--- config.mk ---
export PLATFORM = sky130hd
export DESIGN_NAME = cac_counter_control
export DESIGN_NICKNAME = d
export VERILOG_FILES = /design/src/rtl/cac_pkg.sv /design/src/rtl/cac_counter_control.sv
export SDC_FILE = /design/constraint.sdc
export NUM_CORES = 1
export LEC_CHECK = 0
export ABC_AREA = 0
export BUFFER_PORTS_ARGS = -buffer_cell sky130_fd_sc_hd__buf_2
export CAP_MARGIN = 15
export CORE_ASPECT_RATIO = 0.9
export CORE_MARGIN = 8
export CORE_UTILIZATION = 30
export CTS_BUF_LIST = sky130_fd_sc_hd__clkbuf_4 sky130_fd_sc_hd__clkbuf_8 sky130_fd_sc_hd__clkbuf_16
export CTS_CLUSTER_DIAMETER = 150
export DETAILED_ROUTE_END_ITERATION = 8
export GPL_TIMING_DRIVEN = 0
export PLACE_DENSITY = 0.46
export SLEW_MARGIN = 20
export SYNTH_ARGS = -nofsm -noshare
export SYNTH_HDL_FRONTEND = slang
export SYNTH_SLANG_ARGS = --single-unit
--- constraint.sdc ---
create_clock -name core_clk -period 7.7 [get_ports core_clk]
set_clock_uncertainty 0.1 [all_clocks]
set_input_delay 0.385 -clock core_clk [delete_from_list [all_inputs] [get_ports core_clk]]
set_output_delay 0.385 -clock core_clk [all_outputs]
set_load 0.005 [all_outputs]
--- src/rtl/cac_pkg.sv ---
`default_nettype none
package cac_pkg;
    localparam logic [7:0] CAC_ADDR_CTRL = 8'hD8;
    localparam logic [7:0] CAC_ADDR_MODE = 8'hD9;
    localparam logic [7:0] CAC_ADDR_PWM  = 8'hF7;
    localparam int CAC_BIT_OVF    = 7;
    localparam int CAC_BIT_RUN    = 6;
    localparam int CAC_BIT_IDLE   = 7;
    localparam int CAC_BIT_PS_LO  = 1;
    localparam int CAC_BIT_OVF_IE = 0;
    localparam int CAC_BIT_RSEL   = 7;
    localparam int CAC_BIT_COV_IE = 6;
    localparam int CAC_BIT_CYCLE_OVERFLOW_FLAG   = 5;
    localparam logic [7:0] CAC_MASK_CTRL = 8'hC7;
    localparam logic [7:0] CAC_MASK_MODE = 8'h8F;
    localparam logic [7:0] CAC_MASK_PWM  = 8'hE7;
    localparam logic [7:0] CAC_RESET     = 8'h00;
    localparam logic [15:0] CAC_CNT_MAX  = 16'hFFFF;
    localparam int CAC_DIV12 = 12;
    localparam int CAC_DIV4  = 4;
    localparam int CAC_DIV8  = 8;
    localparam int CAC_CLK_BASE = 8;
    typedef enum logic [2:0] {
        CAC_PS_DIV12, CAC_PS_DIV4, CAC_PS_T0OVF, CAC_PS_EXTIN,
        CAC_PS_SYSCLK, CAC_PS_EXTCLK, CAC_PS_LFO, CAC_PS_RSVD
    } cac_ps_e;
    typedef struct packed {
        logic       wr;
        logic       rd;
        logic [7:0] addr;
        logic [7:0] wdata;
    } cac_sfr_s;
endpackage
`default_nettype wire

--- src/rtl/cac_counter_control.sv ---
// Function
// overflow flag sets when counter wraps
// flags cleared only by software writes
// overflow enable masks overflow flag request
// counter advances only while run set
// module event flags set on match/capture only while run set and not idle-suspended
// enabled module flag raises shared request
// idle suspend bit stops array during idle
// pulse select chooses count timebase
// count falling edges on external input
// external clock divided eight, synchronised
// cycle overflow flag at selected bit
// cycle overflow enable masks its request
// cycle length select sets pwm length
// reload select steers compare accesses
// reserved bits read zero, ignore writes
`default_nettype none
module cac_counter_control
    import cac_pkg::*;
(
    input  wire logic        core_clk,      // system clock
    input  wire logic        rst_n,         // async reset
    input  wire cac_sfr_s    sfr,           // register access
    output logic      [7:0]  sfr_rdata,     // read data
    input  wire logic        cpu_idle,      // processor in idle
    input  wire logic        timer0_ovf,    // timer 0 overflow pulse
    input  wire logic        external_count_input, // count pin
    input  wire logic        ext_clk,       // external clock level
    input  wire logic        lfo_clk,       // low-freq osc level
    input  wire logic  [2:0] module_event,  // match/capture pulses
    input  wire logic  [2:0] module_irq_en, // per-module enables
    output logic      [15:0] main_counter,  // counter value
    output logic             count_tick,    // counter advanced
    output logic             counter_array_irq, // interrupt request
    output logic       [2:0] cycle_length_select, // pwm length
    output logic             reload_select  // compare steering
);
    logic [7:0] ctrl, mode, pwm;
    logic [7:0] next_ctrl, next_mode, next_pwm;
    logic [15:0] next_counter;
    logic [3:0] div_cnt, next_div_cnt;
    logic [2:0] ext_div, next_ext_div, lfo_div, next_lfo_div;
    logic ecn_d, ext_s1, ext_s2, ext_s3, lfo_s1, lfo_s2, lfo_s3;
    logic next_tick, next_irq, tick, active, wrap, cyc_ovf;
    logic [7:0] next_rdata;
    int cyc_bit;

    // rising edge of a level already taken through two flops
    function automatic logic rise(input logic prev, input logic cur);
        return cur & ~prev;
    endfunction

    assign active = ctrl[CAC_BIT_RUN] &
                    ~(mode[CAC_BIT_IDLE] & cpu_idle);

    always_comb begin
        next_div_cnt = div_cnt + 4'(1);
        if (div_cnt == 4'(CAC_DIV12 - 1))
            next_div_cnt = '0;
        next_ext_div = ext_div;
        next_lfo_div = lfo_div;
        // three-bit edge count wraps by itself after eight edges
        if (rise(ext_s3, ext_s2))
            next_ext_div = ext_div + 3'(1);
        if (rise(lfo_s3, lfo_s2))
            next_lfo_div = lfo_div + 3'(1);
        unique case (cac_ps_e'(mode[CAC_BIT_PS_LO +: 3]))
            CAC_PS_DIV12:  tick = (div_cnt == 4'(CAC_DIV12 - 1));
            CAC_PS_DIV4:   tick = (div_cnt[1:0] == 2'(CAC_DIV4 - 1));
            CAC_PS_T0OVF:  tick = timer0_ovf;
            CAC_PS_EXTIN:  tick = ecn_d & ~external_count_input;
            CAC_PS_SYSCLK: tick = 1'b1;
            CAC_PS_EXTCLK: tick = rise(ext_s3, ext_s2) &
                                  (ext_div == 3'(CAC_DIV8 - 1));
            CAC_PS_LFO:    tick = rise(lfo_s3, lfo_s2) &
                                  (lfo_div == 3'(CAC_DIV8 - 1));
            CAC_PS_RSVD:   tick = 1'b0;
        endcase
        tick = tick & active;
        next_tick = tick;
        next_counter = tick ? main_counter + 16'(1) : main_counter;
        wrap = tick & (main_counter == CAC_CNT_MAX);
        cyc_bit = CAC_CLK_BASE - 1 + int'(pwm[2:0]);
        if (pwm[2:0] > 3'(3))
            cyc_bit = CAC_CLK_BASE - 1;
        cyc_ovf = tick & (main_counter[cyc_bit[3:0] +: 1] == 1'b1) &
                  (next_counter[cyc_bit[3:0] +: 1] == 1'b0);

        next_ctrl = ctrl;
        next_mode = mode;
        next_pwm  = pwm;
        if (sfr.wr) begin
            unique case (sfr.addr)
                CAC_ADDR_CTRL: next_ctrl = sfr.wdata & CAC_MASK_CTRL;
                CAC_ADDR_MODE: next_mode = sfr.wdata & CAC_MASK_MODE;
                CAC_ADDR_PWM:  next_pwm  = sfr.wdata & CAC_MASK_PWM;
                default: ;
            endcase
        end
        // hardware set wins over a same-cycle software clear
        if (wrap)
            next_ctrl[CAC_BIT_OVF] = 1'b1;
        if (active)
            next_ctrl[2:0] = next_ctrl[2:0] | module_event;
        if (cyc_ovf)
            next_pwm[CAC_BIT_CYCLE_OVERFLOW_FLAG] = 1'b1;

        next_irq = (next_ctrl[CAC_BIT_OVF] & next_mode[CAC_BIT_OVF_IE]) |
                   |(next_ctrl[2:0] & module_irq_en) |
                   (next_pwm[CAC_BIT_CYCLE_OVERFLOW_FLAG] & next_pwm[CAC_BIT_COV_IE]);
        unique case (sfr.addr)
            CAC_ADDR_CTRL: next_rdata = ctrl;
            CAC_ADDR_MODE: next_rdata = mode;
            CAC_ADDR_PWM:  next_rdata = pwm;
            default:       next_rdata = CAC_RESET;
        endcase
        if (!sfr.rd)
            next_rdata = sfr_rdata;
    end

    always_ff @(posedge core_clk or negedge rst_n) begin
        if (!rst_n) begin
            ctrl <= CAC_RESET;
            mode <= CAC_RESET;
            pwm <= CAC_RESET;
            main_counter <= '0;
            div_cnt <= '0;
            ext_div <= '0;
            lfo_div <= '0;
            ecn_d <= 1'b1;
            ext_s1 <= 1'b0;
            ext_s2 <= 1'b0;
            ext_s3 <= 1'b0;
            lfo_s1 <= 1'b0;
            lfo_s2 <= 1'b0;
            lfo_s3 <= 1'b0;
            count_tick <= 1'b0;
            counter_array_irq <= 1'b0;
            sfr_rdata <= CAC_RESET;
            cycle_length_select <= '0;
            reload_select <= 1'b0;
        end else begin
            ctrl <= next_ctrl;
            mode <= next_mode;
            pwm <= next_pwm;
            main_counter <= next_counter;
            div_cnt <= next_div_cnt;
            ext_div <= next_ext_div;
            lfo_div <= next_lfo_div;
            ecn_d <= external_count_input;
            ext_s1 <= ext_clk;
            ext_s2 <= ext_s1;
            ext_s3 <= ext_s2;
            lfo_s1 <= lfo_clk;
            lfo_s2 <= lfo_s1;
            lfo_s3 <= lfo_s2;
            count_tick <= next_tick;
            counter_array_irq <= next_irq;
            sfr_rdata <= next_rdata;
            cycle_length_select <= next_pwm[2:0];
            reload_select <= next_pwm[CAC_BIT_RSEL];
        end
    end

    property p_wrap_sets_flag;
        @(posedge core_clk) disable iff (!rst_n)
        wrap |=> ctrl[CAC_BIT_OVF];
    endproperty
    a_wrap_sets_flag: assert property (p_wrap_sets_flag)
        else $error("overflow flag not set on wrap");

    property p_flag_sticky;
        @(posedge core_clk) disable iff (!rst_n)
        ctrl[CAC_BIT_OVF] && !(sfr.wr && sfr.addr == CAC_ADDR_CTRL)
        |=> ctrl[CAC_BIT_OVF];
    endproperty
    a_flag_sticky: assert property (p_flag_sticky)
        else $error("overflow flag cleared by hardware");

    property p_ovf_irq;
        @(posedge core_clk) disable iff (!rst_n)
        ctrl[CAC_BIT_OVF] && mode[CAC_BIT_OVF_IE] |-> counter_array_irq;
    endproperty
    a_ovf_irq: assert property (p_ovf_irq)
        else $error("overflow request missing");

    property p_hold;
        @(posedge core_clk) disable iff (!rst_n)
        !ctrl[CAC_BIT_RUN] |=> $stable(main_counter);
    endproperty
    a_hold: assert property (p_hold)
        else $error("counter moved while stopped");

    property p_idle;
        @(posedge core_clk) disable iff (!rst_n)
        mode[CAC_BIT_IDLE] && cpu_idle |=> $stable(main_counter);
    endproperty
    a_idle: assert property (p_idle)
        else $error("counter moved in idle suspend");

    property p_sysclk;
        @(posedge core_clk) disable iff (!rst_n)
        active && mode[CAC_BIT_PS_LO +: 3] == 3'(CAC_PS_SYSCLK) && !(sfr.wr)
        |=> main_counter == $past(main_counter) + 16'(1);
    endproperty
    a_sysclk: assert property (p_sysclk)
        else $error("system clock source failed to count");

    property p_mod_irq;
        @(posedge core_clk) disable iff (!rst_n)
        |(ctrl[2:0] & $past(module_irq_en)) |-> counter_array_irq;
    endproperty
    a_mod_irq: assert property (p_mod_irq)
        else $error("module request missing");

    property p_cov_irq;
        @(posedge core_clk) disable iff (!rst_n)
        counter_array_irq |-> (ctrl[CAC_BIT_OVF] & mode[CAC_BIT_OVF_IE]) |
            |(ctrl[2:0] & $past(module_irq_en)) |
            (pwm[CAC_BIT_CYCLE_OVERFLOW_FLAG] & pwm[CAC_BIT_COV_IE]) |
            |(ctrl[2:0] & module_irq_en);
    endproperty
    a_cov_irq: assert property (p_cov_irq)
        else $error("request without enabled flag");
endmodule
`default_nettype wire

==> results of run 1 <==
final cells by class:
type	count	area share [%]
tap	129	4.12
timing repair buffer	58	7.48
multi-input combinational	232	40.9
sequential	58	37.1
buffer	14	1.82
inverter	16	1.53
clock buffer	12	6.49
clock inverter	4	0.512
worst max-delay path: cells and delay by family (launching register included):
family	cells	cell delay, ns
flip-flops	1	0.53
adder cells (fa/ha/maj)	1	0.24
buffers and inverters	2	0.36
AND/OR/NAND/NOR	3	0.97
AO/OA/AOI/OAI	4	0.69
state kept, by name, indices dropped and copies added (netlist names), 2 cells and up:
name / flops
div_cnt: 4
mode: 5
sfr_rdata: 7
lfo_div: 3
ext_div: 3
main_counter: 16
pwm: 4
ctrl: 5
cycle_length_select: 2
power groups by stage:
| stage | combinational, mW | clock, mW | sequential (mW) |
|---|---|---|---|
| 5_1_grt | 0.133 | 0.391 | 0.361 |
| 4_1_cts | 0.118 | 0.374 | 0.356 |
| 2_1_floorplan | 0.0764 | 0 | 0.357 |
| 3_5_place_dp | 0.117 | 0 | 0.362 |
| 3_3_place_gp | 0.115 | 0 | 0.360 |
| 6_report | 0.115 | 0.363 | 0.356 |
layer usage:
metal  wire length, um  vias up  GRT usage [%]
li1                  -     1329              -
met1              4250     1331           17.8
met2              3710      110           18.7
met3               730       10           4.03
met4               157        0           5.21
met5                 0        -              0
final timing paths:
| kind | to | slack [ns] | cells past startpoint |
|---|---|---|---|
| min in group core_clk | ext_s1$_DFF_PN0_ | 0.07 | 1 |
| max in group asynchronous | main_counter[3]$_DFF_PN0_ | 6.98 | 1 |
| setup reg to reg | counter_array_irq$_DFF_PN0_ | 4.72 | 10 |
| hold / removal | sfr_rdata[5]$_DFFE_PN0P_ | 0.02 | 1 |
| hold reg to reg | lfo_s2$_DFF_PN0_ | 0.25 | 0 |
| setup / recovery | counter_array_irq$_DFF_PN0_ | 4.72 | 10 |
cells in the mapped netlist, drive strengths merged, types with 8 or more instances:
| cell type | count |
|---|---|
| nand2 | 27 |
| nor3 | 11 |
| ha | 8 |
| inv | 16 |
| nand4 | 9 |
| nor2 | 16 |
| nand3 | 16 |
| mux2 | 14 |
| a21oi | 10 |
| o21ai | 15 |
| dfrtp | 57 |
| nand2b | 8 |
kinds of logic (layout without fill, tap and decap cells):
kind of cell	after synthesis	after routing	share of synthesized area, %
AND/OR/NAND/NOR	121	121	21.5
AO/OA/AOI/OAI	70	70	15.4
flip-flops	58	58	45.6
buffers and inverters	30	104	4.12
multiplexers	20	20	6.83
XOR/XNOR	12	12	3.30
adder cells (fa/ha/maj)	8	8	3.14
other	1	1	0.118
stage by stage:
stage / power [mW] / hold WS (ns) / util (%)
floorplan: 0.434 / -0.0106 / -
finish: 0.834 / 0.0208 / 38.0
global placement: 0.475 / 0.235 / 35.3
detailed placement: 0.478 / 0.235 / 35.4
CTS: 0.848 / 0.0567 / 38.0
global route: 0.885 / 0.0497 / 38.0
==> results.json, run 1 <==
{
  "power_density_nw_per_um2": 213,
  "hold_viol_final": 0,
  "io_pins": 61,
  "setup_tns_ns": 0,
  "grt_max_degree": 59,
  "yosys_warnings": 0,
  "postRouteAntennaNets": 0,
  "critPathSlowestCell": "dfrtp_1",
  "synthTopCellsByArea": "dfrtp_1 (45%), mux2_2 (4.9%), ha_1 (3.1%)",
  "wl_um": 8840,
  "path_common_cell": "nor3_1",
  "core_um2": 10300,
  "worstPathMaxFanout": 11,
  "dr_total_vias": 2780,
  "max-cap-violations": 0,
  "synthesis.area_um2": 3190,
  "dieArea_um2": 14200,
  "antenna_found_initial": 0,
  "layout.area.seq_um2": 1450,
  "swShare_pct": 25.2,
  "port_buffers": 58,
  "reg2reg_from": "cycle_length_select[1]$_DFFE_PN0P_",
  "dp_hpwl_um": 6760,
  "tightest_slew_ns": 0.836,
  "setup_viol": 0,
  "dr.pass1.iters": 4,
  "drive_above_1_share_pct": 27.4,
  "ys_seq_area_share_pct": 45.6,
  "clockRootBuffer": "clkbuf_16",
  "clk_pin_slew_ns": 0.05,
  "outcome": "finished clean",
  "p_clk_share_pct": 43.5,
  "fin_crit_ns": 2.98,
  "synth_edf_count": 0,
  "synth-seq-cells": 58,
  "h-tree-depth": 3,
  "timing.final.crit_share_pct": 38.6,
  "ys_async_sr_fraction_pct": 100,
  "cts_buffer_depth": 2,
  "die_w_um": 125,
  "place_area_um2": 3640,
  "fillers": 1056,
  "arrival_ns": 3.11,
  "drcViolationCount": 0,
  "worst_path_largest_cell_delay_ns": 0.53,
  "final_cell_mix": "buf_2 (60), dfrtp_1 (57), nand2_1 (26)",
  "post_cts_buffers": 0,
  "synth_largest_area_cell": "dfrtp_1",
  "dpl.cell_count": 507,
  "grt-ovfl-total": 0,
  "preCtsSetupSlack_ns": 4.81,
  "yosys.area.top_type_share_pct": 44.8,
  "tritoncts": "built",
  "layout.cells.non_filler": 523,
  "p_sw_uw": 210,
  "post_cts_resized": 0,
  "synth_flop_cell": "dfrtp_1",
  "die_h_um": 114,
  "initial_utilization_pct": 31.0,
  "clock-sinks": 58,
  "synth_area_per_cell_um2": 9.95,
  "synth_cell_types": 57,
  "p_seq_share_pct": 42.7,
  "place_congestion": 0.845,
  "p_leak_nw": 1.83,
  "intPower_uw": 624,
  "combPwrFrac_pct": 13.8,
  "rows": 35,
  "grt_use_total_pct": 13.1,
  "end_kind": "flip-flop",
  "worst_slack_ns": 4.72,
  "rsz0062_at_grt": "false",
  "drtIter0Drc": 274,
  "grt_pass1_vias": 2800,
  "hp-class": "primary input to asynchronous set/reset pin",
  "cp.required_ns": 7.84,
  "timing.fmax_ghz": 0.336,
  "ir_worst_vdd_uv": 97.4,
  "crit_path_start": "cycle_length_select[1]$_DFFE_PN0P_",
  "grt_first_pass_wirelength_um": 14900,
  "fin_area_um2": 3910,
  "crit_type": "flip-flop to flip-flop",
  "nNetsFinal": 428,
  "syn_nets": 359,
  "layout_commonest_cell": "buf_2",
  "antenna_cells": 0,
  "cp-start-kind": "flip-flop",
  "hold_buffers": 0,
  "multi_input_area_um2": 1600,
  "numCtsBuffers": 9,
  "drv_slew": 0,
  "area_growth_pct": 22.9,
  "vias_per_cell": 5.32,
  "wire_per_inst_um": 16.9,
  "slew_headroom_pct": 43.8,
  "crit_chain": "inv_1, ha_1, clkbuf_1, nor3_1, a221oi_1, a31oi_1, o311ai_0, nor3_1, nand4_1, o211ai_1",
  "netlist_instances": 320,
  "clk_latency_ns": 0.32
}
No activity file was read; power rests on OpenSTA's default activity.
==> inputs of run 2 (changes only) <==
- ABC_AREA: 0 -> 1
- PLACE_DENSITY: 0.46 -> 0.47
- clock period: 7.7 -> 2.49 ns (I/O delays scaled with it)
==> run 2 against run 1 <==
  * Maximum frequency up 25%
  * Wire length up 10%
  * Die area up 3.6%
  * Combinational power rose to 4.9 times the previous value
  * Clock-buffer cell count down 2
  * Register-to-register slack worse by 4.6 ns
  * Cell count up 28%
  * Non-clock buffer count up 22
  * Critical path depth up 7
  * Largest power group unchanged
  * Sequential share of layout area down 5.4 points
  * Synthesized area up 4.2%
  * Critical path type unchanged
==> results.json, run 2 <==
{
  "grt-ovfl-total": 0,
  "synthesis.area_um2": 3320,
  "drtIter0Drc": 155,
  "final_cell_mix": "nand2_1 (134), buf_2 (58), dfrtp_1 (55), inv_1 (42), nand3_1 (41)",
  "cp.required_ns": 2.65,
  "io_pins": 61,
  "fin_crit_ns": 2.38,
  "clock-sinks": 58,
  "timing.final.crit_share_pct": 95.7,
  "wire_per_inst_um": 14.6,
  "tightest_slew_ns": 0.621,
  "largestRegisters": "main_counter: 16 flops, sfr_rdata: 7 flops",
  "cts_buffer_depth": 2,
  "grt_max_degree": 38,
  "hold_depth": 5,
  "arrival_ns": 2.54,
  "cp_num_buf_inv": 4,
  "layout_commonest_cell": "nand2_1",
  "outcome": "finished clean",
  "largest_register": "main_counter",
  "crit_family": "simple AND/OR/NAND/NOR gates",
  "path_common_cell": "nand2_1",
  "clockRootBuffer": "clkbuf_16",
  "whs_ns": 0.00249,
  "place_congestion": 0.882,
  "hold_path.startpoint": "module_irq_en[1]",
  "max-cap-violations": 0,
  "numCtsBuffers": 9,
  "slew_headroom_pct": 58.2,
  "drcViolationCount": 0,
  "postRouteAntennaNets": 0,
  "synth_largest_area_cell": "dfrtp_1",
  "port_buffers": 58,
  "ys_async_sr_fraction_pct": 100,
  "grt_first_pass_wirelength_um": 15100,
  "setup_tns_ns": 0,
  "antenna_found_initial": 0,
  "clk_pin_slew_ns": 0.06,
  "crit_chain": "ha_1, inv_1, nand2_1, o21ai_4, inv_2, nand2_4, inv_4, buf_6, o21ai_1, nand2_1, nand2_1, a21oi_2, nor2_1, nand3_2, nand2_2, nand2_1, nand2_1",
  "cp-start-kind": "flip-flop",
  "tritoncts": "built",
  "dpl.cell_count": 629,
  "yosys-top-cells-count": "nand2_1 (147), dfrtp_1 (57), nand3_1 (55)",
  "synth_cell_types": 42,
  "dr_total_vias": 3182,
  "r2r-end": "counter_array_irq$_DFF_PN0_",
  "rows": 36,
  "antenna_cells": 0,
  "hold_viol_final": 0,
  "synth_flop_cell": "dfrtp_1",
  "r2r_cells": 17,
  "dieArea_um2": 14700,
  "synthTopCellsByArea": "dfrtp_1 (43%), nand2_1 (17%), nand3_1 (8.3%)",
  "synth_area_per_cell_um2": 7.59,
  "dr.pass1.iters": 5,
  "area_growth_pct": 38.3,
  "die_h_um": 116,
  "nNetsFinal": 568,
  "vias_per_cell": 4.77,
  "ys_seq_area_share_pct": 43.8,
  "ir_worst_vdd_uv": 338,
  "layout.cells.non_filler": 667,
  "end_kind": "flip-flop",
  "p_leak_nw": 2.31,
  "yosysMostFrequentCell": "nand2_1",
  "wl_um": 9730,
  "dp_hpwl_um": 7090,
  "fillers": 1115,
  "h-tree-depth": 3,
  "grt_use_total_pct": 13.0,
  "critPathSlowestCell": "dfrtp_2",
  "drv_slew": 0,
  "netlist_instances": 437,
  "syn_nets": 476,
  "reg2reg_from": "cycle_length_select[0]$_DFFE_PN0P_",
  "grt_pass1_vias": 2959,
  "largest_register_ff_count": 16,
  "synth-seq-cells": 58,
  "min_to": "counter_array_irq$_DFF_PN0_",
  "hp-class": "primary input to flip-flop",
  "timing.fmax_ghz": 0.420,
  "worst_path_largest_cell_delay_ns": 0.42,
  "preCtsSetupSlack_ns": -0.0962,
  "synth_edf_count": 0,
  "drive_above_1_share_pct": 29.0,
  "r2r_slack_ns": 0.11,
  "power_density_nw_per_um2": 670,
  "core_um2": 10800,
  "die_w_um": 127,
  "initial_utilization_pct": 30.7,
  "crit_type": "flip-flop to flip-flop",
  "setup_viol": 0,
  "yosys_warnings": 0,
  "clk_latency_ns": 0.32,
  "yosys.area.top_type_share_pct": 43.0,
  "worst_slack_ns": 0.108,
  "worstPathMaxFanout": 10
}
-- run 2: stage by stage --
stage | area [um2] | total power, mW | util [%]
after global routing | 4590 | 3.22 | 42.5
after CTS | 4250 | 2.98 | 39.3
after floorplan | 3320 | 1.41 | -
after detailed placement | 3800 | 1.59 | 35.1
final | 4590 | 3.07 | 42.5
after global placement | 3770 | 1.57 | 34.9
-- run 2: layout make-up --
class	instances	area [um2]	area share [%]
multi-input combinational	319	1780	38.8
sequential	58	1460	31.7
buffer	13	118	2.56
clock buffer	10	239	5.21
timing repair buffer	81	558	12.2
tap	133	166	3.63
inverter	47	183	3.98
clock inverter	6	90.1	1.96
-- run 2: what timing repair did --
item	4_1_cts	5_1_grt
endpoints found under the setup margin	1	2
cloned	0	3
setup buffers	0	8
pin swaps	0	11
hold endpoints to repair	69	0
hold buffers	11	0
gates resized for setup	4	52
-- run 2: layer usage --
| layer | vias to the layer above | global-route usage [%] | part of all wire, % |
|---|---|---|---|
| li1 | 1601 | - | - |
| met1 | 1498 | 18.3 | 50 |
| met2 | 72 | 19.1 | 43 |
| met3 | 11 | 2.90 | 5.0 |
| met4 | 0 | 4.91 | 1.3 |
| met5 | - | 0 | 0 |
-- run 2: power by group --
group	leakage [nW]	internal (mW)	switching, mW	total (mW)
Sequential	0.730	1.05	0.0870	1.14
Combinational	1.42	0.270	0.289	0.559
Clock	0.159	0.905	0.470	1.37
-- run 2: kinds of logic after synthesis --
| logic type | count (synthesis) | share of synthesized area [%] |
|---|---|---|
| XOR/XNOR | 8 | 2.11 |
| AND/OR/NAND/NOR | 253 | 33.6 |
| adder cells (fa/ha/maj) | 8 | 3.02 |
| other | 1 | 0.113 |
| AO/OA/AOI/OAI | 46 | 8.30 |
| multiplexers | 3 | 0.980 |
| buffers and inverters | 60 | 8.07 |
| flip-flops | 58 | 43.8 |
-- run 2: worst max-delay path by stage --
stage	start	end	slack (ns)	depth (start not counted)
floorplan	lfo_div[0]$_DFFE_PN0N_	counter_array_irq$_DFF_PN0_	0.38	21
global placement	cycle_length_select[0]$_DFFE_PN0P_	counter_array_irq$_DFF_PN0_	-0.08	16
detailed placement	cycle_length_select[0]$_DFFE_PN0P_	counter_array_irq$_DFF_PN0_	-0.1	16
CTS	cycle_length_select[1]$_DFFE_PN0P_	counter_array_irq$_DFF_PN0_	0.003	16
global route	ext_div[0]$_DFFE_PN0N_	counter_array_irq$_DFF_PN0_	-0.03	19
finish	cycle_length_select[0]$_DFFE_PN0P_	counter_array_irq$_DFF_PN0_	0.11	17
-- run 2: tightest hold or removal path, cell delays in order --
cell and delay, ns:
buf_2 0.07, nand2_1 0.04, nand2_1 0.05, a221oi_1 0.04, nand2_1 0.06
